--- src/inc/acc_regs.svh ---
// register offsets, field positions, reset values and widths
`ifndef ACC_REGS_SVH
`define ACC_REGS_SVH

// special-function address of the conversion control register
`define ACC_CTRL_ADDR          8'hd8
// bit-addressable space: bit address = base + bit index
`define ACC_CTRL_BIT_BASE      8'hd8
`define ACC_CTRL_RESET         8'h00

// field positions
`define ACC_FLAG_BIT           7
`define ACC_DMA_BIT            6
`define ACC_CONT_BIT           5
`define ACC_SINGLE_BIT         4
`define ACC_CHAN_HI            3
`define ACC_CHAN_LO            0

// widths
`define ACC_CHAN_W             4
`define ACC_RESULT_W           12

`endif

--- src/inc/acc_pkg.sv ---
// types shared by the conversion-control design
package acc_pkg;

	typedef logic [7:0]  acc_byte_t;
	typedef logic [3:0]  acc_chan_t;
	typedef logic [11:0] acc_result_t;

	// conversion sequencer states
	typedef enum logic [1:0] {
		ACC_IDLE,
		ACC_START,
		ACC_BUSY
	} acc_state_t;

	// what started the conversion in flight
	typedef enum logic [1:0] {
		ACC_KIND_SINGLE,
		ACC_KIND_CONT,
		ACC_KIND_TRIG,
		ACC_KIND_DMA
	} acc_kind_t;

endpackage

--- src/core/acc_trigger.sv ---
// hardware conversion trigger: timer overflow and external convert pin
`timescale 1ns/1ps
`default_nettype none

module acc_trigger (
	// clock and reset
	input  wire logic clk,
	input  wire logic rst_b,
	// trigger enables from the companion control register
	input  wire logic timer_trigger_enable,
	input  wire logic external_trigger_enable,
	// trigger sources
	input  wire logic timer2_overflow,
	input  wire logic external_convert_pin_b,
	// combined request, one cycle
	output logic      trigger_pulse
);
	logic pin_prev_reg;
	logic pin_prev_next;
	logic trig_reg;
	logic trig_next;

	always_comb begin
		pin_prev_next = external_convert_pin_b;
		trig_next = 1'b0;
		if (timer_trigger_enable && timer2_overflow) begin
			trig_next = 1'b1;
		end
		// falling edge only: a long low pulse gives one conversion
		if (external_trigger_enable && pin_prev_reg &&
		    !external_convert_pin_b) begin
			trig_next = 1'b1;
		end
	end

	always_ff @(posedge clk or negedge rst_b) begin
		if (!rst_b) begin
			pin_prev_reg <= 1'b1;
			trig_reg     <= 1'b0;
		end else begin
			pin_prev_reg <= pin_prev_next;
			trig_reg     <= trig_next;
		end
	end

	assign trigger_pulse = trig_reg;

endmodule

`default_nettype wire

--- src/core/acc_ctrl.sv ---
// conversion control register and conversion sequencer of the adc
// What this block does
// set done flag at end of single conversion or DMA block
// clear done flag when the core vectors to the adc interrupt
// without vectoring, software clears the done flag by writing zero
// writing one to bit 6 enables DMA mode; hardware clears it at end
// address latch strobe is held off while DMA bit is set
// continuous bit restarts a conversion each time one completes
// continuous conversions reuse current register settings, no reconfig
// writing one to single bit starts exactly one conversion
// single bit clears itself when its conversion completes
// outside DMA, channel is bits 3..0 sampled at conversion start
// in DMA mode, channel comes from the stored channel identifier
// register at D8H, resets 00H, every bit writable singly
// timer 2 overflow starts a conversion when timer trigger enabled
// falling edge on external convert pin starts conversion when enabled
// channel bits written to top four bits of result high byte
// hardware flag set wins over same-cycle software clear
`timescale 1ns/1ps
`default_nettype none
`include "acc_regs.svh"

module acc_ctrl (
	// clock and reset
	input  wire logic            clk,
	input  wire logic            rst_b,
	// special-function register byte access
	input  wire logic [7:0]      sfr_addr,
	input  wire logic            sfr_wr,
	input  wire logic            sfr_rd,
	input  wire acc_pkg::acc_byte_t sfr_wdata,
	output acc_pkg::acc_byte_t   sfr_rdata,
	// bit-addressable access
	input  wire logic [7:0]      bit_addr,
	input  wire logic            bit_wr,
	input  wire logic            bit_wdata,
	// interrupt vector acknowledge from the core
	input  wire logic            int_ack,
	// companion register trigger enables and trigger sources
	input  wire logic            timer_trigger_enable,
	input  wire logic            external_trigger_enable,
	input  wire logic            timer2_overflow,
	input  wire logic            external_convert_pin_b,
	// dma engine
	input  wire acc_pkg::acc_chan_t dma_chan_id,
	input  wire logic            dma_block_done,
	output logic                 dma_active,
	// address latch strobe
	input  wire logic            ale_in,
	output logic                 ale_out,
	// analog converter
	output logic                 conv_start,
	output acc_pkg::acc_chan_t   conv_channel,
	input  wire logic            conv_done,
	input  wire acc_pkg::acc_result_t conv_result,
	// result bytes
	output acc_pkg::acc_byte_t   result_high_byte,
	output acc_pkg::acc_byte_t   result_low_byte,
	output logic                 conversion_done_flag
);
	import acc_pkg::*;

	// ==========================================================
	// helpers
	// ==========================================================

	// does a bit access hit a given field of the control register
	function automatic logic bit_hit(input logic [7:0] addr,
	                                 input int unsigned idx);
		logic [7:0] target;
		target = `ACC_CTRL_BIT_BASE + idx[7:0];
		bit_hit = (addr == target);
	endfunction

	// ==========================================================
	// state
	// ==========================================================

	acc_byte_t  ctrl_reg;
	acc_byte_t  ctrl_next;
	acc_byte_t  rdata_reg;
	acc_byte_t  rdata_next;
	acc_state_t state_reg;
	acc_state_t state_next;
	acc_kind_t  kind_reg;
	acc_kind_t  kind_next;
	acc_chan_t  chan_reg;
	acc_chan_t  chan_next;
	logic       start_reg;
	logic       start_next;
	acc_byte_t  res_hi_reg;
	acc_byte_t  res_hi_next;
	acc_byte_t  res_lo_reg;
	acc_byte_t  res_lo_next;
	logic       ale_reg;
	logic       ale_next;

	logic       trig_pulse;
	acc_byte_t  sw_val;
	logic       flag_set;
	logic       single_clear;
	logic       dma_clear;
	logic       wr_hit;

	// ==========================================================
	// hardware trigger sources
	// ==========================================================

	acc_trigger u_trigger (
		.clk                     (clk),
		.rst_b                   (rst_b),
		.timer_trigger_enable    (timer_trigger_enable),
		.external_trigger_enable (external_trigger_enable),
		.timer2_overflow         (timer2_overflow),
		.external_convert_pin_b  (external_convert_pin_b),
		.trigger_pulse           (trig_pulse)
	);

	// ==========================================================
	// conversion sequencer
	// ==========================================================

	always_comb begin
		state_next   = state_reg;
		kind_next    = kind_reg;
		chan_next    = chan_reg;
		start_next   = 1'b0;
		flag_set     = 1'b0;
		single_clear = 1'b0;
		dma_clear    = 1'b0;
		res_hi_next  = res_hi_reg;
		res_lo_next  = res_lo_reg;
		case (state_reg)
		ACC_IDLE: begin
			// dma takes precedence, then software, then hardware triggers
			if (ctrl_reg[`ACC_DMA_BIT]) begin
				kind_next  = ACC_KIND_DMA;
				chan_next  = dma_chan_id;
				start_next = 1'b1;
				state_next = ACC_START;
			end else if (ctrl_reg[`ACC_SINGLE_BIT]) begin
				kind_next  = ACC_KIND_SINGLE;
				chan_next  = ctrl_reg[`ACC_CHAN_HI:`ACC_CHAN_LO];
				start_next = 1'b1;
				state_next = ACC_START;
			end else if (ctrl_reg[`ACC_CONT_BIT]) begin
				// settings are sampled live, nothing to reload
				kind_next  = ACC_KIND_CONT;
				chan_next  = ctrl_reg[`ACC_CHAN_HI:`ACC_CHAN_LO];
				start_next = 1'b1;
				state_next = ACC_START;
			end else if (trig_pulse) begin
				kind_next  = ACC_KIND_TRIG;
				chan_next  = ctrl_reg[`ACC_CHAN_HI:`ACC_CHAN_LO];
				start_next = 1'b1;
				state_next = ACC_START;
			end
		end
		ACC_START: begin
			// one cycle so conv_start and conv_channel go out together
			state_next = ACC_BUSY;
		end
		ACC_BUSY: begin
			if (kind_reg == ACC_KIND_DMA && dma_block_done) begin
				dma_clear  = 1'b1;
				flag_set   = 1'b1;
				state_next = ACC_IDLE;
			end else if (conv_done) begin
				// channel tags the result so each sample names itself
				res_hi_next = {chan_reg, conv_result[11:8]};
				res_lo_next = conv_result[7:0];
				if (kind_reg == ACC_KIND_DMA) begin
					// next dma sample, flag only at block end
					if (ctrl_reg[`ACC_DMA_BIT]) begin
						chan_next  = dma_chan_id;
						start_next = 1'b1;
						state_next = ACC_START;
					end else begin
						state_next = ACC_IDLE;
					end
				end else begin
					flag_set = 1'b1;
					if (kind_reg == ACC_KIND_SINGLE) begin
						single_clear = 1'b1;
					end
					// back-to-back restart while continuous
					if (ctrl_reg[`ACC_CONT_BIT] &&
					    !ctrl_reg[`ACC_DMA_BIT]) begin
						kind_next  = ACC_KIND_CONT;
						chan_next  = ctrl_reg[`ACC_CHAN_HI:`ACC_CHAN_LO];
						start_next = 1'b1;
						state_next = ACC_START;
					end else begin
						state_next = ACC_IDLE;
					end
				end
			end
		end
		default: begin
			state_next = ACC_IDLE;
		end
		endcase
	end

	// ==========================================================
	// control register
	// ==========================================================

	always_comb begin
		sw_val = ctrl_reg;
		wr_hit = sfr_wr && (sfr_addr == `ACC_CTRL_ADDR);
		if (wr_hit) begin
			sw_val = sfr_wdata;
		end else if (bit_wr) begin
			for (int unsigned i = 0; i < 8; i++) begin
				if (bit_hit(bit_addr, i)) begin
					sw_val[i] = bit_wdata;
				end
			end
		end
		ctrl_next = sw_val;
		// software zero clears the flag
		// vector acknowledge clears it
		if (int_ack) begin
			ctrl_next[`ACC_FLAG_BIT] = 1'b0;
		end
		// a completion in the same cycle outlives any clear
		if (flag_set) begin
			ctrl_next[`ACC_FLAG_BIT] = 1'b1;
		end
		// a write of one re-arms only if the single bit was already zero; otherwise it is cleared
		if (single_clear && !(sw_val[`ACC_SINGLE_BIT] &&
		    !ctrl_reg[`ACC_SINGLE_BIT])) begin
			ctrl_next[`ACC_SINGLE_BIT] = 1'b0;
		end
		if (dma_clear) begin
			ctrl_next[`ACC_DMA_BIT] = 1'b0;
		end
	end

	// ==========================================================
	// read port and strobe gating
	// ==========================================================

	always_comb begin
		rdata_next = 8'h00;
		if (sfr_rd && sfr_addr == `ACC_CTRL_ADDR) begin
			rdata_next = ctrl_reg;
		end
		// strobe held low for the whole dma window
		ale_next = ale_in && !ctrl_next[`ACC_DMA_BIT];
	end

	// ==========================================================
	// registers
	// ==========================================================

	always_ff @(posedge clk or negedge rst_b) begin
		if (!rst_b) begin
			ctrl_reg   <= `ACC_CTRL_RESET;
			rdata_reg  <= 8'h00;
			state_reg  <= ACC_IDLE;
			kind_reg   <= ACC_KIND_SINGLE;
			chan_reg   <= 4'h0;
			start_reg  <= 1'b0;
			res_hi_reg <= 8'h00;
			res_lo_reg <= 8'h00;
			ale_reg    <= 1'b0;
		end else begin
			ctrl_reg   <= ctrl_next;
			rdata_reg  <= rdata_next;
			state_reg  <= state_next;
			kind_reg   <= kind_next;
			chan_reg   <= chan_next;
			start_reg  <= start_next;
			res_hi_reg <= res_hi_next;
			res_lo_reg <= res_lo_next;
			ale_reg    <= ale_next;
		end
	end

	assign sfr_rdata            = rdata_reg;
	assign conv_start           = start_reg;
	assign conv_channel         = chan_reg;
	assign result_high_byte     = res_hi_reg;
	assign result_low_byte      = res_lo_reg;
	assign conversion_done_flag = ctrl_reg[`ACC_FLAG_BIT];
	assign dma_active           = ctrl_reg[`ACC_DMA_BIT];
	assign ale_out              = ale_reg;

endmodule

`default_nettype wire

--- config.mk ---
export PLATFORM = sky130hd
export DESIGN_NAME = acc_ctrl
export DESIGN_NICKNAME = d
export VERILOG_FILES = /design/src/inc/acc_pkg.sv /design/src/core/acc_trigger.sv /design/src/core/acc_ctrl.sv
export VERILOG_INCLUDE_DIRS = /design/src /design/src/inc
export SDC_FILE = /design/constraint.sdc
export NUM_CORES = 1
export LEC_CHECK = 0
export ABC_AREA = 1
export ABC_CLOCK_PERIOD_IN_PS = 1500
export BUFFER_PORTS_ARGS = -buffer_cell sky130_fd_sc_hd__buf_2
export CAP_MARGIN = 20
export CORE_MARGIN = 2
export CORE_UTILIZATION = 40
export DETAILED_ROUTE_END_ITERATION = 6
export MAX_ROUTING_LAYER = met4
export PLACE_DENSITY = 0.73
export SYNTH_ARGS = -nofsm -noshare
export SYNTH_HDL_FRONTEND = slang
export SYNTH_HIERARCHICAL = 1
export SYNTH_SLANG_ARGS = --single-unit
export TNS_END_PERCENT = 30
--- constraint.sdc ---
create_clock -name clk -period 1.5 [get_ports clk]
set_input_delay 0.15 -clock clk [delete_from_list [all_inputs] [get_ports clk]]
set_output_delay 0.15 -clock clk [all_outputs]
set_load 0.02 [all_outputs]
Word-level counts from Yosys, hierarchy flattened
Cells that the tools add are included.

Add/subtract/negate cells: 0. Multiply operators: 0. Divide/modulo/power cells: 0. Order comparisons: 0. Equality and inequality tests: 20. Shift operators: 0. Mux-type cells: 67. Bitwise logic cells: 1. Reduce and logical (&&, ||, !) cells: 36.

Operator list (count): 8-bit == test (second input constant) (9); 1-bit 2-to-1 mux (36); 4-bit 2-to-1 mux (9); 2-bit 2-to-1 mux (15); 8-bit 2-to-1 mux (3); 2-bit AND reduction (7); 2-bit nonzero test (7); 6-bit AND reduction (2); 1-bit logical AND (10); 3-bit != test (second input constant) (3); 2-bit != test (second input constant) (4); 4-bit case mux with 2 select lines (1); 4-bit nonzero test (2); 2-bit case mux with 3 select lines (1); 1-bit logical NOT (5); 5-bit by 4-bit != test with 1-bit output (second input constant) (1); 2-bit == test (second input constant) (2); 2-bit logical NOT (2); 2-bit case mux with 2 select lines (1); 3-bit AND reduction (1); 2-bit by 1-bit == test with 1-bit output (second input constant) (1); 1-bit case mux with 2 select lines (1); 1-bit inverter (1).

Register bits: 44. Latch bits: 0. Bits in writable memories: 0. Memory bits (read-only): 0. Input port bits: 54. Output and inout bits: 32. Word-level logic and storage cells: 141. Memories kept: 0.

Depth between registers and ports, before layout
Gate-level depths: netlist of the first run.

Depth in word-level cells: 8. Depth in mapped cells: 9. Depth with buffers taken out: 9.

Hierarchy
Netlist of the first run, hierarchy kept.

By module, submodules not included: acc_ctrl (times used 1, cells an instance 256, area each 2064.5 um2, seq. area each 1051.0 um2); acc_trigger (times used 1, cells an instance 6, area each 67.6 um2, seq. area each 51.3 um2).

Worst setup path after synthesis of the first run
Ideal clock, no wire load.

Kind: reg-to-reg. Start: reg ctrl_reg[6]. End: reg chan_reg[1], in the netlist conv_channel[1]. Library setup time: 0.083 ns. Arrival: 1.175 ns. Data required time: 1.417 ns. Setup slack: 0.243 ns. Stages on the path, launching flop included: 9. Buffers on the path: 1. Period minus slack after synthesis: 1.257 ns. Path through: dfrtp_1 -> buf_4 -> inv_2 -> nand3_1 -> o21ai_1 -> nand2_2 -> nand2_4 -> nand3_1 -> o21ai_0.

Cells in the longest elaborated chain, start to end: 4. Elaborated cells on any way between the ends: 8. Those cells by class: eq/ne (3); mux (2); reduce/logical (3).

Ends and longest elaborated chain: start: declaration (RTL line acc_ctrl.sv:79) `acc_byte_t ctrl_reg;`; start signal: assignment (RTL line acc_ctrl.sv:260) `` ctrl_reg <= `ACC_CTRL_RESET; ``; start signal: assignment (RTL line acc_ctrl.sv:270) `ctrl_reg <= ctrl_next;`; 1-bit logical NOT (RTL line acc_ctrl.sv:188) `` !ctrl_reg[`ACC_DMA_BIT]) begin ``; 1-bit logical AND (RTL line acc_ctrl.sv:187) `` if (ctrl_reg[`ACC_CONT_BIT] && ``; 3-bit != test (no line); 6-bit AND reduction (no line); end signal: assignment (RTL line acc_ctrl.sv:274) `chan_reg <= chan_next;`; end: declaration (RTL line acc_ctrl.sv:87) `acc_chan_t chan_reg;`.

Parallel ways exist; a longest one is shown, timed or not. A chain may end at the register's enable or synchronous reset.

Final worst setup path of the first run
Start: reg kind_reg[0]. End: reg ctrl_reg[7].

Cells in the longest elaborated chain, start to end: 7. Elaborated cells on any way between the ends: 10. Those cells by class: eq/ne (1); mux (5); reduce/logical (4).

Ends and longest elaborated chain: start: declaration (RTL line acc_ctrl.sv:85) `acc_kind_t kind_reg;`; start signal: assignment (RTL line acc_ctrl.sv:273) `kind_reg <= kind_next;`; 2-bit == test * (RTL line acc_ctrl.sv:164, acc_ctrl.sv:172); 1-bit 2-to-1 mux (RTL line acc_ctrl.sv:172) `if (kind_reg == ACC_KIND_DMA) begin`; 1-bit 2-to-1 mux (RTL line acc_ctrl.sv:168) `end else if (conv_done) begin`; 1-bit 2-to-1 mux * (RTL line acc_ctrl.sv:164) `if (kind_reg == ACC_KIND_DMA && dma_block_done) begin`; 1-bit 2-to-1 mux * (RTL line acc_ctrl.sv:133) `case (state_reg)`; 4-bit nonzero test (no line); 2-bit AND reduction (no line).

Every way passes the cells marked *; elsewhere a longest branch is shown, timed or not.

==> flow_summary.ini, run 1 <==
[route]
ant_nets = 0
wl_um = 4631
via_per_inst = 4.581
drcViolationCount = 0
first_pass_iters = 4
vias = 1956
drtIter0Drc = 59
wl_per_cell_um = 10.85

[sta]
fmax_mhz = 750.2
rsz0062_at_grt = no
slew_headroom = 0.7577
fin_crit_sh = 0.8886
finalClockSkew_ns = 0.004624
setup_tns_ns = 0
hold_viol_final = 0
fin_crit_ns = 1.333
report.final.slew_viol_count = 0
setup_viol = 0
worst_pin_slew_ns = 0.3629

[synthesis]
synth.largest_area_cell = dfrtp_1
synthArstFlopShare = 1.000
ys.flop_type = dfrtp_1
synth.avg_cell_area_um2 = 8.138
synthDistinctLibCells = 29
syn-num-nets = 316
post-synth-top-area-fraction = 0.5047
synth-edff-count = 0
ys_ff_latch = 44
seq_area_frac_synth = 0.5170
synth_cells = 262
synth_area_um2 = 2132
ys_warn_count = 6
synth_area_leaders = dfrtp_1 50%, nand2_1 15%, inv_1 5.6%

[clock_tree]
clkLatencyLatePin_ns = 0.29
ctsResizeCount = 0
clock-sinks = 44
htree_levels = 2
clk_pin_slew_ns = 0.08
cts_root_buf = clkbuf_8
clock_path_buffers = 2
cts_made_buffers = 5
tritoncts = built

[worst_setup_path]
worstSetupStartpoint = kind_reg[0]
crit_fanout = 9
rr_worst_depth = 8
crit_buf_inv = 1
end_kind = flip-flop
required_ns = 1.68
timing.rr.end = ctrl_reg[7]
crit_family = simple AND/OR/NAND/NOR gates
cp_cell_sequence = nand2_2 -> clkinv_2 -> nand2_1 -> nand3_1 -> nand2_1 -> nor2_1 -> nor2_1 -> a21oi_1
r2r_slack_ns = 0.17
slowest_stage = dfrtp_1
critical_path_class = flip-flop to flip-flop
arrival_ns = 1.51
cp-start-kind = flip-flop
crit_cells = 8
max_stage_delay_ns = 0.40
crit_path_end = ctrl_reg[7]
r2r_start = kind_reg[0]

[global_routing]
met1_usage = 0.2213
grt_pass1_wl_um = 8418
grt_usage = 0.1792
use_met2 = 0.2982
grt_max_degree = 24
top_usage_layer = met2
grt_antenna_before_repair = 0
use_met3 = 0.03529
grt_overflow_total = 0
grt_pass1_vias = 1962

[status]
outcome = complete, no violations

[pwr]
power.total_mw = 4.462
power_density_nw_per_um2 = 1607
peakVddDrop_mv = 0.6576
p_leak_nw = 1.578

[floorplanning]
dieHeight_um = 77.01
start_util = 0.4148
die_w_um = 77.01
io_pins = 86
core_area_um2 = 5140
dieArea_um2 = 5930
num_rows = 26

[layout]
area_growth_pct = 30.22
finalCoreUtilization = 0.5402
num-fill-cells = 520
layout-drive-gt1-share = 0.3249
n_antenna_cell = 0
layout.nets = 410

[placed_design]
gp_congestion = 0.8607
io_buffers = 85
dp_hpwl_um = 3677

[hold_path]
hp-class = input pin to flip-flop

[job]
maxCapViolations = 0
[what timing repair did]
item / CTS / global route
hold endpoints to repair: 44 / 0
setup buffers: 0 / 2
setup endpoints to repair: 0 / 2
hold buffers: 2 / 0
[layer usage]
layer	wire length, µm	up-vias
li1	-	1013
met1	2169	867
met2	2115	71
met3	290	5
met4	55	0
met5	0	-
[kinds of logic after synthesis]
group	synth area share
and+or+nand+nor	0.2823
buffers and inverters	0.08509
AOI/OAI and AO/OA	0.1156
DFF	0.5170
[Yosys cell counts (3+ instances only)]
library cell / instances
inv_2: 4
nand2_1: 88
buf_2: 3
o21ai_0: 11
dfrtp_1: 43
o21ai_2: 4
o211ai_1: 9
o21ai_1: 4
a21oi_1: 8
nor2_1: 20
nand3_1: 15
inv_1: 32
[power by group]
part | internal, mW | switching (mW) | leakage, nW
logic | 0.663 | 1.21 | 0.963
clock network | 0.494 | 0.369 | 0.0552
registers | 1.54 | 0.189 | 0.559
total | 2.69 | 1.77 | 1.58
[worst min path at each step]
stage | startpoint | endpoint | slack [ns] | cells past startpoint
6_report | conv_result[2] | result_low_byte[2] | 0.05 | 3
5_1_grt | conv_result[9] | result_high_byte[1] | 0.06 | 3
4_1_cts | conv_result[2] | result_low_byte[2] | 0.04 | 3
3_5_place_dp | rst_b | conv_channel[2] | 0.15 | 2
3_3_place_gp | rst_b | result_high_byte[6] | 0.15 | 2
2_1_floorplan | rst_b | ale_out | -0.15 | 0
[final cells by class]
type,count,area (µm²),share of cell area
inverter,37,140.1,0.05047
tap,70,87.58,0.03155
multi-input combinational,175,848.3,0.3055
clock inverter,2,35.03,0.01262
timing repair buffer,93,490.5,0.1767
clock buffer,6,72.57,0.02614
sequential,44,1102,0.3970
[worst reg2reg max path, cell delays in order, from the launching register on]
cell	delay [ns]
dfrtp_1	0.40
nand2_2	0.15
clkinv_2	0.15
nand2_1	0.08
nand3_1	0.12
nand2_1	0.12
nor2_1	0.05
nor2_1	0.09
a21oi_1	0.07
[layout by cell type (no fill, tap or decap)]
cell | synthesis | routed
a211oi_1 | 1 | 1
a21boi_1 | 1 | 1
a21oi_1 | 8 | 8
and2_1 | 1 | 1
buf_2 | 3 | 85
buf_4 | 2 | 6
bufinv_16 | 0 | 1
clkbuf_1 | 0 | 1
clkbuf_8 | 0 | 5
clkinv_2 | 1 | 2
dfrtp_1 | 43 | 43
dfstp_2 | 1 | 1
dlygate4sd3_1 | 0 | 2
inv_1 | 32 | 32
inv_2 | 4 | 4
nand2_1 | 88 | 88
nand2_2 | 2 | 2
nand2_4 | 2 | 2
nand3_1 | 15 | 15
nand3_2 | 1 | 1
nand3b_1 | 1 | 1
nand4_1 | 1 | 1
nor2_1 | 20 | 20
nor2_4 | 1 | 1
nor2_8 | 2 | 2
nor3_1 | 1 | 1
o211ai_1 | 9 | 9
o21a_1 | 1 | 1
o21ai_0 | 11 | 11
o21ai_1 | 4 | 4
o21ai_2 | 4 | 4
o22ai_1 | 1 | 1
[stage by stage]
| step | instances | setup WS (ns) | instance area (µm²) | hold WS (ns) |
|---|---|---|---|---|
| final | 427 | 0.1670 | 2776 | 0.05397 |
| after floorplan | 262 | 0.2428 | 2132 | -0.1456 |
| after detailed placement | 415 | 0.1142 | 2634 | 0.1540 |
| after CTS | 425 | 0.09978 | 2761 | 0.04412 |
| after global routing | 427 | 0.002371 | 2776 | 0.06278 |
| after global placement | 415 | 0.1483 | 2634 | 0.1517 |
No activity file was read; power rests on OpenSTA's default activity.
==> run 2: changes to the inputs <==
- ABC_AREA: 1 -> unset
- ABC_CLOCK_PERIOD_IN_PS: 1500 -> 1400
- PLACE_DENSITY: 0.73 -> 0.74
- clock period: 1.5 -> 1.4 ns (I/O delays scaled with it)
==> run 2 against run 1 <==
Critical endpoint is now conv_channel[1]. Critical path depth shrank 4. Worst hold slack lost 0.0036 ns. Register-to-register slack lost 0.37 ns. Via count shrank 16%. The run now ends with setup timing left. Critical path type unchanged. Sequential cell count is the same. Non-clock buffer count grew 16. Synthesized area shrank 6.9%. Largest cell class unchanged. Highest routed layer unchanged. Total power grew 12%. Clock skew grew 0.0029 ns. Sequential share of layout area shrank 0.92 points. Count of clock-buffer cells in the layout shrank 1. Synthesized cell count shrank 39%.
==> flow_summary.ini, run 2 <==
[clock_tree]
clock_path_buffers = 2
clk_pin_slew_ns = 0.09
clkLatencyLatePin_ns = 0.29
clock-sinks = 44
htree_levels = 2
tritoncts = built
cts_root_buf = clkbuf_8
cts_made_buffers = 5

[worst_setup_path]
critical_path_class = flip-flop to flip-flop
arrival_ns = 1.79
crit_path_end = conv_channel[1]
r2r_start = state_reg[0]
timing.rr.end = conv_channel[1]
crit_fanout = 4
required_ns = 1.58
worstSetupStartpoint = state_reg[0]
end_kind = flip-flop
rr_worst_depth = 4
cp-start-kind = flip-flop
r2r_slack_ns = -0.20

[floorplanning]
num_rows = 25
start_util = 0.4174
dieHeight_um = 74.44
io_pins = 86
die_w_um = 74.44
dieArea_um2 = 5541
core_area_um2 = 4755

[synthesis]
synth_area_um2 = 1984
syn-num-nets = 213
seq_area_frac_synth = 0.5555
synth.largest_area_cell = dfrtp_1
post-synth-top-area-fraction = 0.5422
synth_area_leaders = dfrtp_1 54%, mux2_2 15%, mux2i_1 4.0%
synth-edff-count = 0
synth_cells = 159
synth.avg_cell_area_um2 = 12.48
synthTopCellsByCount = 43 x dfrtp_1, 26 x mux2_2, 9 x and2_1, 9 x nor2_1
synthArstFlopShare = 1.000
ys_warn_count = 6
ys.flop_type = dfrtp_1
synthDistinctLibCells = 38
yosysMostFrequentCell = dfrtp_1
ys_ff_latch = 44

[pwr]
peakVddDrop_mv = 1.360
p_leak_nw = 1.453
power_density_nw_per_um2 = 1754

[sta]
rsz0062_at_grt = yes
hold_viol_final = 0
fin_ws_ns = -0.2023
report.final.slew_viol_count = 0
finalClockSkew_ns = 0.007511
fmax_mhz = 624.1
fin_crit_sh = 1.145
setup_viol = 22
slew_headroom = 0.7349
fin_crit_ns = 1.602
worst_pin_slew_ns = 0.3940

[global_routing]
grt_pass1_vias = 1608
grt_usage = 0.1802
grt_overflow_total = 0
grt_max_degree = 34
grt_antenna_before_repair = 0
grt_pass1_wl_um = 7417

[status]
outcome = finished with violations
violations = setup timing

[layout]
layout-drive-gt1-share = 0.5714
layout.nets = 326
n_antenna_cell = 0
area_growth_pct = 43.38
layout_common_cells = 85 x buf_2, 42 x dfrtp_1, 25 x mux2_2
num-fill-cells = 394
finalCoreUtilization = 0.5984
mostFrequentLayoutCell = buf_2

[route]
drcViolationCount = 0
wl_um = 4754
first_pass_iters = 6
via_per_inst = 4.835
vias = 1644
drtIter0Drc = 55
wl_per_cell_um = 13.98
ant_nets = 0

[job]
maxCapViolations = 0

[placed_design]
dp_hpwl_um = 3574
preCtsSetupSlack_ns = -0.2048
gp_congestion = 0.8960
io_buffers = 85

[hold_path]
hp-class = input pin to flip-flop
==> run 2: changes by cell type after synthesis, moves of 4 or more <==
cell	change
nand2_1	-80
nor4_1	+4
o21ai_0	-9
inv_1	-27
o21ai_1	-4
mux2i_1	+8
o31ai_1	+4
nor2_1	-11
nand3_1	-12
o211ai_1	-9
and2_1	+8
mux2_2	+26
inv_2	-4
==> run 2: metal layers <==
| layer | wire length [µm] | vias to the layer above | global-route usage | part of all wire |
|---|---|---|---|---|
| li1 | - | 794 | - | - |
| met1 | 2018 | 799 | 0.2226 | 0.42 |
| met2 | 2495 | 46 | 0.3068 | 0.52 |
| met3 | 199 | 5 | 0.02981 | 0.042 |
| met4 | 40 | 0 | 0.04762 | 0.0084 |
| met5 | 0 | - | - | 0 |
==> run 2: timing repair <==
action / CTS / global route
gates cloned: 0 / 1
pin swaps: 1 / 2
setup endpoints to repair: 22 / 24
resized for setup: 1 / 4
hold endpoints to repair: 12 / 0
hold buffers: 2 / 0
setup buffers: 1 / 1
==> run 2: worst max-delay path: stages (launching register included) <==
cell and delay (ns):
dfrtp_1 0.38, and2b_2 0.25, mux2_4 0.34, mux2_2 0.28, mux2_2 0.26
==> run 2: metrics by stage <==
step / hold slack (ns) / cells / setup TNS [ns] / instance area, µm² / total power [mW]
6_report: 0.05035 / 340 / -2.338 / 2845 / 4.991
5_1_grt: 0.04852 / 340 / -3.360 / 2845 / 5.280
4_1_cts: 0.04874 / 338 / -2.213 / 2805 / 4.960
3_5_place_dp: 0.03365 / 327 / -2.283 / 2659 / 3.946
3_3_place_gp: 0.03632 / 327 / -1.845 / 2659 / 3.886
2_1_floorplan: -0.1556 / 159 / -2.288 / 2001 / 3.149
==> run 2: logic make-up after synthesis <==
family | share of synthesized area
AO/OA/AOI/OAI | 0.08765
flip-flops | 0.5555
AND/OR/NAND/NOR | 0.1520
multiplexers | 0.1879
buffers and inverters | 0.01703
==> run 2: cell type report <==
class / instances / area, µm² / area share
well taps: 67 / 83.83 / 0.02946
repair buffers: 109 / 653.1 / 0.2296
clock buffers: 5 / 68.82 / 0.02419
multi-input cells: 107 / 869.6 / 0.3056
inverters: 5 / 18.77 / 0.006596
clock inverters: 3 / 47.55 / 0.01671
flip-flops and latches: 44 / 1104 / 0.3879
==> run 2: worst min-delay path by stage <==
stage,start,endpoint,depth (start not counted)
6_report,int_ack,ctrl_reg[7],2
5_1_grt,int_ack,ctrl_reg[7],2
4_1_cts,int_ack,ctrl_reg[7],2
3_5_place_dp,rst_b,result_low_byte[1],1
3_3_place_gp,rst_b,result_low_byte[1],1
2_1_floorplan,rst_b,ale_out,0
==> run 2: power by group <==
| group | internal, mW | total (mW) | switching (mW) |
|---|---|---|---|
| clock | 0.538 | 0.991 | 0.453 |
| combinational | 1.04 | 2.10 | 1.06 |
| sequential | 1.67 | 1.90 | 0.225 |
==> run 3: changes to the inputs <==
- CELL_PAD_IN_SITES_DETAIL_PLACEMENT: unset -> 2
- CELL_PAD_IN_SITES_GLOBAL_PLACEMENT: unset -> 2
- CORE_ASPECT_RATIO: unset -> 0.7
- CORE_UTILIZATION: 40 -> 29
- PLACE_DENSITY: 0.74 -> 0.84
==> run 3 against run 2 <==
The flow still finishes with violations (setup timing). Worst setup slack lost 0.046 ns. Combinational power increased by 9%. Count of clock-buffer cells in the layout up 1. Fmax shrank 2.8%. First-iteration DRC count shrank 16%. Non-clock buffer count is 6 higher. Critical path type unchanged. Global-route usage up 3.6 points. Die area up 36%. Worst hold slack worse by 0.0074 ns.
==> flow_summary.ini, run 3 (synthesis gave the netlist of run 2 again) <==
[status]
outcome = finished with violations
violations = setup timing

[floorplanning]
die_w_um = 102.9
num_rows = 25
dieArea_um2 = 7531
start_util = 0.2964
core_area_um2 = 6694
io_pins = 86
dieHeight_um = 73.21

[sta]
finalClockSkew_ns = 0.005218
worst_pin_slew_ns = 0.5213
holdWs_ns = 0.04293
setup_viol = 22
slew_headroom = 0.6492
report.final.slew_viol_count = 0
hold_viol_final = 0
fmax_mhz = 606.6
fin_crit_ns = 1.648
fin_ws_ns = -0.2484
rsz0062_at_grt = yes
fin_crit_sh = 1.177

[worst_setup_path]
arrival_ns = 1.84
cp_cell_sequence = and2b_2 -> mux2_4 -> mux2_2 -> mux2_4
required_ns = 1.59
critical_path_class = flip-flop to flip-flop
end_kind = flip-flop
cp-start-kind = flip-flop
slowest_stage = dfrtp_1
cp_common_cell = mux2_4
crit_fanout = 4
max_stage_delay_ns = 0.40

[pwr]
p_leak_nw = 1.486
peakVddDrop_mv = 0.5271
power_density_nw_per_um2 = 1809

[route]
drcViolationCount = 0
wl_um = 7445
vias = 1779
wl_per_cell_um = 19.91
first_pass_iters = 4
drtIter0Drc = 46
via_per_inst = 4.757
ant_nets = 0

[hold_path]
hp-class = input pin to flip-flop

[clock_tree]
clock_path_buffers = 2
htree_levels = 2
cts_root_buf = clkbuf_8
clock-sinks = 44
tritoncts = built
clkLatencyLatePin_ns = 0.31
clk_pin_slew_ns = 0.09
cts_made_buffers = 5

[global_routing]
grt_pass1_vias = 2028
grt_max_degree = 29
grt_usage = 0.2160
grt_antenna_before_repair = 1
grt_pass1_wl_um = 11430
grt_overflow_total = 0

[job]
maxCapViolations = 0

[layout]
layout.nets = 332
finalCoreUtilization = 0.4361
layout_common_cells = 85 x buf_2, 41 x dfrtp_1, 26 x buf_4
num-fill-cells = 723
layout-drive-gt1-share = 0.5806
mostFrequentLayoutCell = buf_2
multiInputGateArea_um2 = 873.3
regArea_um2 = 1105
fin_area_um2 = 2919
area_growth_pct = 47.10

[placed_design]
preCtsSetupSlack_ns = -0.2869
gp_congestion = 0.8463
io_buffers = 85
dp_hpwl_um = 5370
place_area_um2 = 2723
[run 3: worst max-delay path, delay by kind of cell, from the launching register on]
kind | cells | cell delay (ns)
mux | 3 | 0.89
flops | 1 | 0.40
simple gates | 1 | 0.25
[run 3: where the power goes]
| part | internal [mW] | total [mW] | switching, mW |
|---|---|---|---|
| sequential | 1.67 | 1.93 | 0.256 |
| combinational | 1.08 | 2.29 | 1.21 |
| clock | 0.584 | 1.07 | 0.481 |
[run 3: final timing paths]
path,slack [ns],to,startpoint,cells after the start
setup / recovery,-0.25,conv_channel[3],state_reg[0],4
min in group asynchronous,0.30,result_high_byte[7],rst_b,2
max in group asynchronous,0.54,u_trigger/pin_prev_reg,rst_b,3
hold / removal,0.04,u_trigger/trigger_pulse,timer2_overflow,3
hold reg to reg,0.50,u_trigger/trigger_pulse,u_trigger/pin_prev_reg,2
setup reg to reg,-0.25,conv_channel[3],state_reg[0],4
[run 3: repair_timing]
action | in CTS | in global routing
setup endpoints to repair | 23 | 25
setup buffers | 3 | 2
hold buffers | 2 | 0
pin swaps | 1 | 0
gates resized for setup | 5 | 2
endpoints found under the hold margin | 17 | 0
[run 3: per-layer routing]
layer	routed length, µm	vias up	track usage
met1	3089	903	0.2532
met5	0	-	-
li1	-	811	-
met3	258	15	0.03448
met4	138	0	0.06140
met2	3959	50	0.3856
[run 3: cell type report]
type / instances / area share
flip-flops and latches: 44 / 0.3785
multi-input cells: 107 / 0.2992
repair buffers: 115 / 0.2332
well taps: 94 / 0.04029
clock buffers: 6 / 0.02829
clock inverters: 2 / 0.01329
inverters: 5 / 0.006429
diodes: 1 / 0.0008573
[run 3: stage by stage]
step / TNS [ns] / total power, mW / std cells
2_1_floorplan: -2.288 / 3.149 / 159
3_3_place_gp: -2.382 / 3.964 / 358
3_5_place_dp: -4.131 / 4.118 / 358
4_1_cts: -4.059 / 5.322 / 371
5_1_grt: -5.204 / 5.555 / 374
6_report: -3.978 / 5.281 / 374
